File: src/rtl/xdata_exec_defs.vh
// Constants for the external data move and byte multiply execution block.
`ifndef XDATA_EXEC_DEFS_VH
`define XDATA_EXEC_DEFS_VH
`define OP_WR_INDEX_HI 7'h79
`define OP_RD_INDEX_HI 7'h71
`define OP_RD_POINTER 8'he0
`define OP_WR_POINTER 8'hf0
`define OP_MULTIPLY 8'ha4
`define MOVE_CYCLES 3'h2
`define MUL_CYCLES 3'h4
`define PRODUCT_LIMIT 16'h00ff
`define ACC_RESET 8'h00
`define B_RESET 8'h00
`define PORT_LATCH_RESET 8'hff
`endif

File: src/rtl/xdata_move_and_multiply_exec.v
// External data move and unsigned byte multiply execution block.
// What this block does
// - Multiply takes accumulator and B unsigned, one byte, four machine cycles.
// - Product low byte goes to accumulator, high byte goes to B.
// - Overflow set when product exceeds 255, cleared otherwise.
// - Every multiply clears the carry flag.
// - Opcode 1111001i writes accumulator to external byte at index register, two cycles.
// - Index form drives the register on low port, multiplexed with data.
// - Pointer form drives high byte on high port, low byte on low port.
// - High port latch keeps its value while pointer high byte is emitted.
`timescale 1ns/1ns
`default_nettype none
`include "xdata_exec_defs.vh"
module xdata_move_and_multiply_exec (
    input wire sys_clk_in,
    input wire reset_n_in,
    input wire issue_in,
    input wire [7:0] opcode_in,
    input wire [7:0] index_reg0_in,
    input wire [7:0] index_reg1_in,
    input wire [7:0] data_pointer_high_in,
    input wire [7:0] data_pointer_low_in,
    input wire load_acc_in,
    input wire [7:0] acc_value_in,
    input wire load_b_in,
    input wire [7:0] b_value_in,
    input wire load_port_latch_in,
    input wire [7:0] port_latch_value_in,
    input wire [7:0] low_port_bus_in,
    output reg [7:0] low_port_bus_out,
    output reg low_port_bus_oe_out,
    output reg [7:0] high_port_bus_out,
    output reg address_strobe_out,
    output reg read_strobe_n_out,
    output reg write_strobe_n_out,
    output reg [7:0] acc_out,
    output reg [7:0] b_out,
    output reg overflow_out,
    output reg carry_clear_out,
    output reg busy_out,
    output reg done_out
);
// ***********************************************************
// State and storage
// ***********************************************************
localparam ST_IDLE = 2'h0;
localparam ST_ADDR = 2'h1;
localparam ST_DATA = 2'h2;
localparam ST_MUL = 2'h3;
reg [1:0] state_reg;
reg [2:0] count_reg;
reg is_write_reg;
reg use_pointer_reg;
reg [7:0] port_latch_reg;
reg [15:0] product_reg;
wire [15:0] product_full;
wire [7:0] port_latch_next;
wire is_index_wr;
wire is_index_rd;
wire is_ptr_rd;
wire is_ptr_wr;
wire is_mul;
wire is_move;
wire [7:0] index_sel;
// ***********************************************************
// Decode and arithmetic helpers
// ***********************************************************
// Matches the upper seven opcode bits of an index register form.
function index_form;
    input [7:0] op;
    input [6:0] upper;
    begin
        index_form = (op[7:1] == upper);
    end
endfunction
// Matches one whole opcode byte.
function whole_opcode;
    input [7:0] op;
    input [7:0] code;
    begin
        whole_opcode = (op == code);
    end
endfunction
// Forms the sixteen-bit unsigned product of two bytes.
function [15:0] byte_product;
    input [7:0] left;
    input [7:0] right;
    begin
        byte_product = {8'h00, left} * {8'h00, right};
    end
endfunction
// True when a product does not fit in one byte.
function product_overflows;
    input [15:0] product;
    begin
        product_overflows = (product > `PRODUCT_LIMIT);
    end
endfunction
// ***********************************************************
// Instruction decode
// ***********************************************************
assign product_full = byte_product(acc_out, b_out);
assign port_latch_next = load_port_latch_in ? port_latch_value_in : port_latch_reg;
assign is_index_wr = index_form(opcode_in, `OP_WR_INDEX_HI);
assign is_index_rd = index_form(opcode_in, `OP_RD_INDEX_HI);
assign is_ptr_rd = whole_opcode(opcode_in, `OP_RD_POINTER);
assign is_ptr_wr = whole_opcode(opcode_in, `OP_WR_POINTER);
assign is_mul = whole_opcode(opcode_in, `OP_MULTIPLY);
assign is_move = is_index_wr | is_index_rd | is_ptr_rd | is_ptr_wr;
assign index_sel = opcode_in[0] ? index_reg1_in : index_reg0_in;
// ***********************************************************
// Sequencer
// ***********************************************************
always @(posedge sys_clk_in or negedge reset_n_in) begin
    if (!reset_n_in) begin
        state_reg <= ST_IDLE;
        count_reg <= 3'h0;
        is_write_reg <= 1'b0;
        use_pointer_reg <= 1'b0;
        port_latch_reg <= `PORT_LATCH_RESET;
        product_reg <= 16'h0000;
        low_port_bus_out <= 8'h00;
        low_port_bus_oe_out <= 1'b0;
        high_port_bus_out <= `PORT_LATCH_RESET;
        address_strobe_out <= 1'b0;
        read_strobe_n_out <= 1'b1;
        write_strobe_n_out <= 1'b1;
        acc_out <= `ACC_RESET;
        b_out <= `B_RESET;
        overflow_out <= 1'b0;
        carry_clear_out <= 1'b0;
        busy_out <= 1'b0;
        done_out <= 1'b0;
    end else begin
        done_out <= 1'b0;
        carry_clear_out <= 1'b0;
        if (load_port_latch_in) begin
            port_latch_reg <= port_latch_value_in;
        end
        case (state_reg)
            ST_IDLE: begin
                address_strobe_out <= 1'b0;
                read_strobe_n_out <= 1'b1;
                write_strobe_n_out <= 1'b1;
                low_port_bus_oe_out <= 1'b0;
                high_port_bus_out <= port_latch_next;
                if (load_acc_in) begin
                    acc_out <= acc_value_in;
                end
                if (load_b_in) begin
                    b_out <= b_value_in;
                end
                if (issue_in && is_mul) begin
                    product_reg <= product_full;
                    // The count runs down to one, so busy stands for four cycles.
                    count_reg <= `MUL_CYCLES;
                    busy_out <= 1'b1;
                    state_reg <= ST_MUL;
                end else if (issue_in && is_move) begin
                    is_write_reg <= is_index_wr | is_ptr_wr;
                    use_pointer_reg <= is_ptr_rd | is_ptr_wr;
                    busy_out <= 1'b1;
                    address_strobe_out <= 1'b1;
                    low_port_bus_oe_out <= 1'b1;
                    if (is_ptr_rd || is_ptr_wr) begin
                        low_port_bus_out <= data_pointer_low_in;
                        high_port_bus_out <= data_pointer_high_in;
                    end else begin
                        low_port_bus_out <= index_sel;
                    end
                    state_reg <= ST_ADDR;
                end
            end
            ST_ADDR: begin
                // Second machine cycle carries the data phase.
                address_strobe_out <= 1'b0;
                if (!use_pointer_reg) begin
                    high_port_bus_out <= port_latch_next;
                end
                if (is_write_reg) begin
                    low_port_bus_out <= acc_out;
                    write_strobe_n_out <= 1'b0;
                end else begin
                    low_port_bus_oe_out <= 1'b0;
                    read_strobe_n_out <= 1'b0;
                end
                state_reg <= ST_DATA;
            end
            ST_DATA: begin
                if (!is_write_reg) begin
                    // The memory answers on this clock inside the read strobe, so no synchroniser.
                    acc_out <= low_port_bus_in;
                end
                read_strobe_n_out <= 1'b1;
                write_strobe_n_out <= 1'b1;
                low_port_bus_oe_out <= 1'b0;
                high_port_bus_out <= port_latch_next;
                use_pointer_reg <= 1'b0;
                busy_out <= 1'b0;
                done_out <= 1'b1;
                state_reg <= ST_IDLE;
            end
            ST_MUL: begin
                if (count_reg == 3'h1) begin
                    acc_out <= product_reg[7:0];
                    b_out <= product_reg[15:8];
                    overflow_out <= product_overflows(product_reg);
                    carry_clear_out <= 1'b1;
                    busy_out <= 1'b0;
                    done_out <= 1'b1;
                    state_reg <= ST_IDLE;
                end
                count_reg <= count_reg - 3'h1;
            end
            default: begin
                state_reg <= ST_IDLE;
            end
        endcase
    end
end
endmodule // xdata_move_and_multiply_exec
`default_nettype wire

File: config.mk
export PLATFORM = sky130hd
export DESIGN_NAME = xdata_move_and_multiply_exec
export DESIGN_NICKNAME = d
export VERILOG_FILES = /design/src/rtl/xdata_move_and_multiply_exec.v
export VERILOG_INCLUDE_DIRS = /design/src /design/src/rtl
export SDC_FILE = /design/constraint.sdc
export NUM_CORES = 1
export LEC_CHECK = 0
export BUFFER_PORTS_ARGS = -buffer_cell sky130_fd_sc_hd__buf_2
export CAP_MARGIN = 40
export CORE_ASPECT_RATIO = 1.1
export CORE_MARGIN = 4
export CORE_UTILIZATION = 30
export CTS_CLUSTER_DIAMETER = 200
export DETAILED_ROUTE_END_ITERATION = 16
export HOLD_SLACK_MARGIN = 0.03
export SYNTH_ARGS = -nofsm -noshare
export SYNTH_HDL_FRONTEND = slang
export SYNTH_SLANG_ARGS = --single-unit
File: constraint.sdc
create_clock -name sys_clk_in -period 8.5 [get_ports sys_clk_in]
set_input_delay 2.55 -clock sys_clk_in [delete_from_list [all_inputs] [get_ports sys_clk_in]]
set_output_delay 2.55 -clock sys_clk_in [all_outputs]
set_load 0.03 [all_outputs]
# Yosys cells after proc, flatten, opt, wreduce, memory -nomap -nowiden

Index checks and enable logic that the tools add are counted.

Register bits: 71
Input port bits: 78
Output and inout port bits: 40
Word-level logic and storage cells: 115

$add $sub $neg: 1
Multiply operators: 1
Magnitude comparators: 1
Equality and inequality tests: 20
Mux-type cells: 43
Bitwise operators: 6
Reductions and logical operators: 25

Operators by type and width:

| kind                                                                   | number |
|---|---|
| 8-bit 2-to-1 mux                                                       | 15 |
| 8-bit one-hot mux with 3 select lines                                  | 2 |
| 8-bit one-hot mux with 2 select lines                                  | 2 |
| 8-bit equality test (second input constant)                            | 3 |
| 2-bit inequality test (second input constant)                          | 10 |
| 16-bit by 8-bit > comparator with 1-bit output (second input constant) | 1 |
| 8-bit by 8-bit multiplier with 16-bit output                           | 1 |
| 2-bit AND reduction                                                    | 8 |
| 7-bit equality test (second input constant)                            | 2 |
| 3-bit AND reduction                                                    | 4 |
| 1-bit 2-to-1 mux                                                       | 11 |
| 1-bit one-hot mux with 2 select lines                                  | 5 |
| 2-bit one-hot mux with 4 select lines                                  | 1 |
| 4-bit AND reduction                                                    | 2 |
| 2-bit nonzero test                                                     | 4 |
| 2-bit 2-to-1 mux                                                       | 3 |
| 1-bit one-hot mux with 3 select lines                                  | 2 |
| 3-bit one-hot mux with 2 select lines                                  | 1 |
| 3-bit nonzero test                                                     | 2 |
| 1-bit OR                                                               | 5 |
| 2-bit equality test (second input constant)                            | 2 |
| 3-bit by 1-bit equality test with 1-bit output (second input constant) | 1 |
| 3-bit 2-to-1 mux                                                       | 1 |
| 3-bit inequality test (second input constant)                          | 1 |
| other kinds (7)                                                        | 8 |

# Depth between registers and ports, before layout

Gate-level depths: netlist of the first run.

Depth after elaboration: 8
Depth in mapped cells: 16
Depth with buffers taken out: 15

# Least setup slack after synthesis of the first run

No wires, ideal clock.

Path kind: flip-flop to flip-flop
Start point: reg acc_out[4]
End point: reg product_reg[14]
Setup time: 0.126 ns
Data arrival time: 4.380 ns
Data required time: 8.374 ns
Slack: 3.994 ns
Stages on the path, launching flop included: 15
Buffers on the path: 1
Period minus slack after synthesis: 4.506 ns
Path through: dfrtp_1 -> clkbuf_1 -> and2_1 -> fa_1 -> fa_1 -> fa_1 -> inv_1 -> fa_1 -> inv_1 -> ha_1 -> a21oi_2 -> o21ai_1 -> a21o_1 -> a211o_1 -> a221o_1

Word-level cells in the longest chain between the ends: 1

Ends and longest elaborated chain:

| what                                         | line                               | source |
|---|---|---|
| start: declaration                           | xdata_move_and_multiply_exec.v:36  | `output reg [7:0] acc_out,` |
| start signal: assignment                     | xdata_move_and_multiply_exec.v:128 | `` acc_out <= `ACC_RESET; `` |
| start signal: assignment                     | xdata_move_and_multiply_exec.v:148 | `acc_out <= acc_value_in;` |
| start signal: assignment                     | xdata_move_and_multiply_exec.v:192 | `acc_out <= low_port_bus_in;` |
| 8-bit by 8-bit multiplier with 16-bit output | xdata_move_and_multiply_exec.v:89  | `byte_product = {8'h00, left} * {8'h00, right};` |
| end signal: assignment                       | xdata_move_and_multiply_exec.v:154 | `product_reg <= product_full;` |
| end: declaration                             | xdata_move_and_multiply_exec.v:55  | `reg [15:0] product_reg;` |

Every way passes these cells.
A chain may end at the register's enable or synchronous reset.

# Final worst setup path of the first run

Start point: reg acc_out[3]
End point: reg product_reg[14]

Same word-level chain as after synthesis.

==> impl_summary.txt, run 1 <==
----------------------------------------------------
[Clock tree]
  Number of instances resized during post-cts repair ... 0
  CTS H-tree lvls ... 3
  Clock sink total ... 71
  CTS root buffer ... clkbuf_16
  Clock transition time at the flip-flop clock pins of the worst setup and hold paths ... 0.07 ns
  Clock latency at the later pin of the worst-skew pair ... 0.35 ns
  Inserted Clock Buffers ... 9
  Hold buffer count at cts ... 0
  Max Root-Sink Buffers ... 2
  TritonCTS clock tree ... yes
  Setup fix buffers added after clock tree synthesis ... 0

[GRT]
  Overall global routing resource usage ... 0.147
  Maximum number of pins on one net before global-route repair ... 37
  Via count of the first global-routing pass ... 4,601
  Global-route congestion overflow total ... 0
  Number of antenna violations at the first check in global routing ... 2
  First-pass GRT wire length ... 24.9 mm

[Critical path]
  List of cells traversed by the critical path ... and2_1, fa_1, fa_1, fa_1, inv_1, fa_1, inv_1, ha_1, a21oi_2, o21ai_1, a21o_1, a211o_1, a221o_1
  Startpoint types ... flop
  Critical Path End Type ... flop
  Count of buffering cells on the critical path with inverters included ... 2
  Crit path top cell by count ... fa_1
  Cell type of the slowest stage on the worst timing path ... dfrtp_1
  Setup CP Type ... flop to flop
  Highest net fanout along the worst path ... 11
  Critical path depth ... 13
  Arrival time at the worst endpoint ... 4.89 ns
  Reg-to-reg endpoint ... product_reg[14]
  Beginning of the worst register-to-register path ... acc_out[3]
  Largest delay share family, worst path ... adder cells
  Number of cell instances on the worst register-to-register path ... 13
  Worst reg2reg setup slack ... 3.85 ns
  Biggest cell delay along the critical path ... 0.56 ns
  Data required time of the worst path ... 8.73 ns

[Die]
  Total number of placement rows ... 52
  I/O pin cnt ... 118
  Area of the die ... 21,100 um2
  Starting density of the core ... 0.306
  Die Y ... 152 um
  Core region area ... 18,500 um2
  Width of the chip ... 139 um

[Placement]
  Number of placed cells counting well taps ... 927
  Worst slack at placement ... 3.90 ns
  Cell area after placement ... 6490 um2
  Final GP Congestion ... 0.829
  IO buf count ... 117
  Total half-perimeter wirelength after legalization and detailed placement ... 11.9 mm

[Timing]
  Worst clock skew on the final layout ... 0.0110 ns
  Setup TNS ... 0 ns
  Final worst path period share ... 0.547
  Final setup viols ... 0
  Slack of the critical path ... 3.85 ns
  Final critical-path required period ... 4.65 ns
  Slew at the pin with the worst max-slew slack ... 0.846 ns
  Maximum operating frequency ... 215 MHz
  Unrepaired setup endpoints after global routing ... false
  Slew headroom ... 0.436
  Pins Over Slew Limit ... 0
  Hold Vio Cnt, Final ... 0

[Logic synthesis]
  Count of state elements after synthesis ... 71
  Fraction of post-synthesis cell area in the top cell type by area ... 0.235
  Netlist area before placement ... 5650 um2
  Average cell area after synthesis ... 9.70 um2
  Cell type contributing the most total cell area after synthesis ... dfrtp_1
  Syn Nets ... 741
  Share of async-settable or async-resettable flops after synthesis ... 1.00
  Count of different cell masters after synthesis ... 56
  Cell count after synthesis ... 583
  Number of enable flip-flop cells after synthesis ... 0
  Yosys warning total ... 0
  Top cells by area in the synthesized netlist ... dfrtp_1, fa_1, ha_1, dfstp_2, and2_1
  Sequential-to-total area share from yosys stat ... 0.318
  Top_reg_cell synth ... dfrtp_1

[Routing]
  DR iter-0 viols ... 191
  Drt pass-1 iters ... 4
  Per-cell via count in the routed design ... 4.79
  Wire length per cell ... 16.2 um
  Via count of the routed design ... 4,521
  DR DRC count ... 0
  Overall routed net length ... 15.3 mm
  Routed Antenna Nets ... 0

[Job]
  Max-capacitance violation count ... 0

[Cells and area]
  Net count, final ... 853
  Most frequent standard cell in the layout excluding fill and tap cells ... buf_2
  Non-filler instance count after layout ... 943
  Area Growth Syn to Fin ... 20.0%
  Share of post-route cells with drive strength above 1 ... 0.274
  Most frequent cells in the layout ... buf_2, nand2_1, inv_1
  Finished Cell Area ... 6780 um2
  Count of antenna diodes in the layout ... 0
  Flip-flop count of the largest register after layout ... 16

[Min path]
  WHS Endpoint ... product_reg[0]
  Path type of the worst min-delay path ... flop to flop
  Number of cells traversed by the worst hold path ... 2
  Launch instance of the worst min-delay path ... product_reg[0]

[Status]
  Result of the run ... finished clean

----------------------------------------------------
==> metal layers <==
metal | vias up | global-route usage | share of wire
li1 | 2193 | - | -
met1 | 2201 | 0.191 | 0.45
met5 | - | 0 | 0.0014
met3 | 19 | 0.0349 | 0.052
met2 | 104 | 0.243 | 0.49
met4 | 4 | 0.0438 | 0.014
==> kinds of logic (layout without fill, tap and decap cells) <==
group / count (synthesis) / after routing / synth area share
compound gates: 103 / 103 / 0.124
simple gates: 196 / 196 / 0.174
flops: 71 / 71 / 0.318
fa+ha+maj: 80 / 80 / 0.225
buf+inv: 78 / 195 / 0.0573
mux: 50 / 50 / 0.0940
xor+xnor: 5 / 5 / 0.00774
==> how the worst max path moves through the flow <==
| stage | start | slack [ns] | end |
|---|---|---|---|
| CTS | acc_out[2] | 3.85 | product_reg[14] |
| global route | acc_out[2] | 3.68 | product_reg[14] |
| floorplan | acc_out[4] | 3.99 | product_reg[14] |
| finish | acc_out[3] | 3.85 | product_reg[14] |
| global placement | acc_out[3] | 3.88 | product_reg[14] |
| detailed placement | acc_out[2] | 3.90 | product_reg[14] |
==> worst register-to-register path: stages, from the launching register on <==
cell     delay, ns
dfrtp_1       0.56
and2_1        0.28
fa_1          0.49
fa_1          0.53
fa_1          0.56
inv_1         0.06
fa_1          0.54
inv_1         0.04
ha_1          0.36
a21oi_2       0.21
o21ai_1       0.12
a21o_1        0.23
a211o_1       0.29
a221o_1       0.28
==> cell type report <==
cell class,instances,area (um2)
fill,1913,11700
multi-input combinational,434,3530
sequential,71,1800
timing repair buffer,122,642
tap,243,304
clock buffer,12,267
inverter,57,214
clock inverter,4,27.5
==> cells in the mapped netlist, drive strengths merged (3+ instances only) <==
library cell	n
a21o	9
nor2b	5
a31oi	8
clkbuf	9
ha	44
and2	54
buf	12
a2111oi	3
nand4	4
mux2	25
nand2	73
nand2b	6
xor2	4
dfstp	18
nand3	8
fa	36
o21ai	30
mux2i	25
o211ai	3
dfrtp	53
inv	57
a22oi	9
nor2	33
a21oi	23
==> through the flow <==
step                      utilization  hold slack (ns)
after CTS                       0.367            0.476
after global placement          0.350            0.455
final                           0.367            0.477
after global routing            0.367            0.492
after detailed placement        0.351            0.462
after floorplan                     -            0.440
Power of run 1 is left out: the tool's default activity adds up to more than one toggle a clock period on the data nets, which glitch-free logic cannot reach.
==> run 2: changes to the inputs <==
--- a/config.mk
+++ b/config.mk
@@ -6,6 +6,7 @@
 export SDC_FILE = /design/constraint.sdc
 export NUM_CORES = 1
 export LEC_CHECK = 0
+export ABC_AREA = 1
 export BUFFER_PORTS_ARGS = -buffer_cell sky130_fd_sc_hd__buf_2
 export CAP_MARGIN = 40
 export CORE_ASPECT_RATIO = 1.1
==> constraint.sdc (replaced) <==
create_clock -name sys_clk_in -period 4.2 [get_ports sys_clk_in]
set_input_delay 1.26 -clock sys_clk_in [delete_from_list [all_inputs] [get_ports sys_clk_in]]
set_output_delay 1.26 -clock sys_clk_in [all_outputs]
set_load 0.03 [all_outputs]
==> run 2 against run 1 <==
  * Register-to-register slack worse by 3.6 ns
  * Critical path depth is 3 higher
  * Flip-flop and latch count stayed put
  * Area after synthesis is 10% higher
==> impl_summary.txt, run 2 <==
----------------------------------------------------
[Logic synthesis]
  Sequential-to-total area share from yosys stat ... 0.288
  Cell with the most instances after synthesis ... nand2_1
  XOR/XNOR Fraction of Synth Area ... 0.00701
  Average cell area after synthesis ... 7.12 um2
  Number of enable flip-flop cells after synthesis ... 0
  Post-synthesis share of cell area spent on full adders, half adders and majority gates ... 0.204
  Top cells by area in the synthesized netlist ... dfrtp_1, nand2_1, fa_1, inv_1, ha_1
  Fraction of post-synthesis cell area in the top cell type by area ... 0.212
  Share of async-settable or async-resettable flops after synthesis ... 1.00
  Simple-gate area share of the yosys netlist ... 0.290
  Count of different cell masters after synthesis ... 42
  Syn Nets ... 1,035
  Cell count after synthesis ... 877
  Yosys warning total ... 0
  Cell type contributing the most total cell area after synthesis ... dfrtp_1
  Post-synthesis mux area share ... 0.00180
  Combinational family with the most area after synthesis ... simple AND/OR/NAND/NOR gates
  Netlist area before placement ... 6240 um2
  Top_reg_cell synth ... dfrtp_1
  Most numerous cell types in the synthesized netlist ... nand2_1, inv_1, nand3_1
  Complex-gate fraction of the synthesized area ... 0.0573
  Count of state elements after synthesis ... 71

[Clock tree]
  Clock sink total ... 71
  Hold buffer count at cts ... 0
  Clock transition time at the flip-flop clock pins of the worst setup and hold paths ... 0.06 ns
  Max Root-Sink Buffers ... 2
  Clock latency at the later pin of the worst-skew pair ... 0.35 ns
  CTS H-tree lvls ... 3
  CTS root buffer ... clkbuf_16
  TritonCTS clock tree ... yes
  Inserted Clock Buffers ... 9

[Die]
  I/O pin cnt ... 118
  Width of the chip ... 146 um
  Core region area ... 20,500 um2
  Die Y ... 159 um
  Area of the die ... 23,200 um2
  Total number of placement rows ... 55
  Starting density of the core ... 0.305

[Min path]
  Launch instance of the worst min-delay path ... count_reg[2]
  WHS Endpoint ... carry_clear_out
  Number of cells traversed by the worst hold path ... 1
  Path type of the worst min-delay path ... flop to flop

[Placement]
  Worst slack at placement ... 0.0497 ns
  Final GP Congestion ... 0.897
  Cell area after placement ... 7120 um2
  IO buf count ... 117
  Total half-perimeter wirelength after legalization and detailed placement ... 14.4 mm

[Critical path]
  Beginning of the worst register-to-register path ... b_out[7]
  Cell type of the slowest stage on the worst timing path ... fa_1
  Startpoint types ... flop
  Data required time of the worst path ... 4.44 ns
  Number of cell instances on the worst register-to-register path ... 16
  Crit path top cell by count ... nand2_1
  Highest net fanout along the worst path ... 6
  Critical Path End Type ... flop
  List of cells traversed by the critical path ... nand2_1, fa_1, fa_1, inv_1, fa_1, inv_1, fa_1, inv_1, ha_1, nand2_1, inv_1, nand2_1, nand2_1, or2_2, nand3_1, nand2_1
  Count of buffering cells on the critical path with inverters included ... 4
  Reg-to-reg endpoint ... product_reg[9]
  Arrival time at the worst endpoint ... 4.21 ns
  Critical path depth ... 16
  Biggest cell delay along the critical path ... 0.57 ns
  Largest delay share family, worst path ... adder cells
  Setup CP Type ... flop to flop
  Worst reg2reg setup slack ... 0.23 ns

[GRT]
  Overall global routing resource usage ... 0.161
  First-pass GRT wire length ... 30.2 mm
  Met1 Usage GRT ... 0.212
  Met2 Resource Use GR ... 0.271
  Maximum number of pins on one net before global-route repair ... 36
  GR Util met3 ... 0.0296
  Via count of the first global-routing pass ... 5,741
  Global-route congestion overflow total ... 0
  Global routing's busiest layer ... met2
  Number of antenna violations at the first check in global routing ... 0

[Routing]
  Drt pass-1 iters ... 5
  Per-cell via count in the routed design ... 4.51
  Wire length per cell ... 14.2 um
  DR DRC count ... 0
  Via count of the routed design ... 5,668
  Overall routed net length ... 17.9 mm
  DR iter-0 viols ... 265
  Routed Antenna Nets ... 0

[Timing]
  Worst hold slack ... 0.456 ns
  Final setup viols ... 0
  Slew headroom ... 0.514
  Slack of the critical path ... 0.226 ns
  Maximum operating frequency ... 252 MHz
  Worst clock skew on the final layout ... 0.00991 ns
  Hold Vio Cnt, Final ... 0
  Slew at the pin with the worst max-slew slack ... 0.725 ns
  Final worst path period share ... 0.946
  Pins Over Slew Limit ... 0
  Final critical-path required period ... 3.97 ns

[Job]
  Max-capacitance violation count ... 0

[Status]
  Result of the run ... finished clean

[Cells and area]
  Most frequent cells in the layout ... nand2_1, inv_1, buf_2
  Count of antenna diodes in the layout ... 0
  Area Growth Syn to Fin ... 20.6%
  Share of post-route cells with drive strength above 1 ... 0.221
  Most frequent standard cell in the layout excluding fill and tap cells ... nand2_1
  Finished Cell Area ... 7530 um2
  Util after Layout ... 0.367
  Fill count ... 2,223
  Net count, final ... 1,153
  Flip-flop count of the largest register after layout ... 16

----------------------------------------------------
[run 2: changes by cell type in the layout (fill, tap and decap cells not counted), moves of 12 or more]
| cell | change |
|---|---|
| mux2i_1 | -25 |
| buf_4 | +16 |
| inv_1 | +135 |
| and2_1 | -53 |
| nand3_1 | +47 |
| nand2_1 | +209 |
| o21ai_1 | +12 |
| a21oi_1 | -15 |
| mux2_2 | -25 |
[run 2: cell type report]
cell class                 instances  area, um2  area share
clock buffer                      10        250      0.0332
clock inverter                     6       71.3     0.00947
inverter                         203        769       0.102
multi-input combinational        570       3530       0.469
sequential                        71       1810       0.240
tap                              256        320      0.0425
timing repair buffer             140        781       0.104
[run 2: logic make-up (layout without fill, tap and decap cells)]
logic type / count (synthesis) / in the layout
compound gates: 66 / 66
xor+xnor: 5 / 5
fa+ha+maj: 80 / 80
buf+inv: 236 / 359
flops: 71 / 71
mux: 1 / 1
simple gates: 418 / 418
[run 2: worst reg2reg max path: cells and delay by family, from the launching register on]
family                   cells  cell delay (ns)
flip-flops                   1             0.43
buffers and inverters        4             0.21
adder cells (fa/ha/maj)      5             2.50
AND/OR/NAND/NOR              7             0.74
[run 2: per-layer routing]
metal	routed length, um	up-vias
li1	-	2859
met1	8170	2606
met4	323	0
met5	0	-
met2	8420	177
met3	968	26
[run 2: worst max path at each step]
stage          startpoint        endpoint  slack (ns)
2_1_floorplan  acc_out[0]  product_reg[8]        0.03
3_3_place_gp   acc_out[4]  product_reg[8]        0.10
3_5_place_dp     b_out[7]  product_reg[8]        0.05
4_1_cts          b_out[7]  product_reg[8]        0.04
5_1_grt          b_out[7]  product_reg[8]      -0.001
6_report         b_out[7]  product_reg[9]        0.23
[run 2: timing repair]
action                                  in CTS  in global routing
resized for setup                            0                 12
endpoints found under the setup margin       0                  8
setup buffers                                0                  7
[run 2: per-stage QoR]
step | setup TNS (ns) | instances
after floorplan | 0 | 877
after detailed placement | 0 | 1233
final | 0 | 1256
after global placement | 0 | 1232
after CTS | 0 | 1249
after global routing | -0.00113 | 1256
Power of run 2 is left out for the same reason.
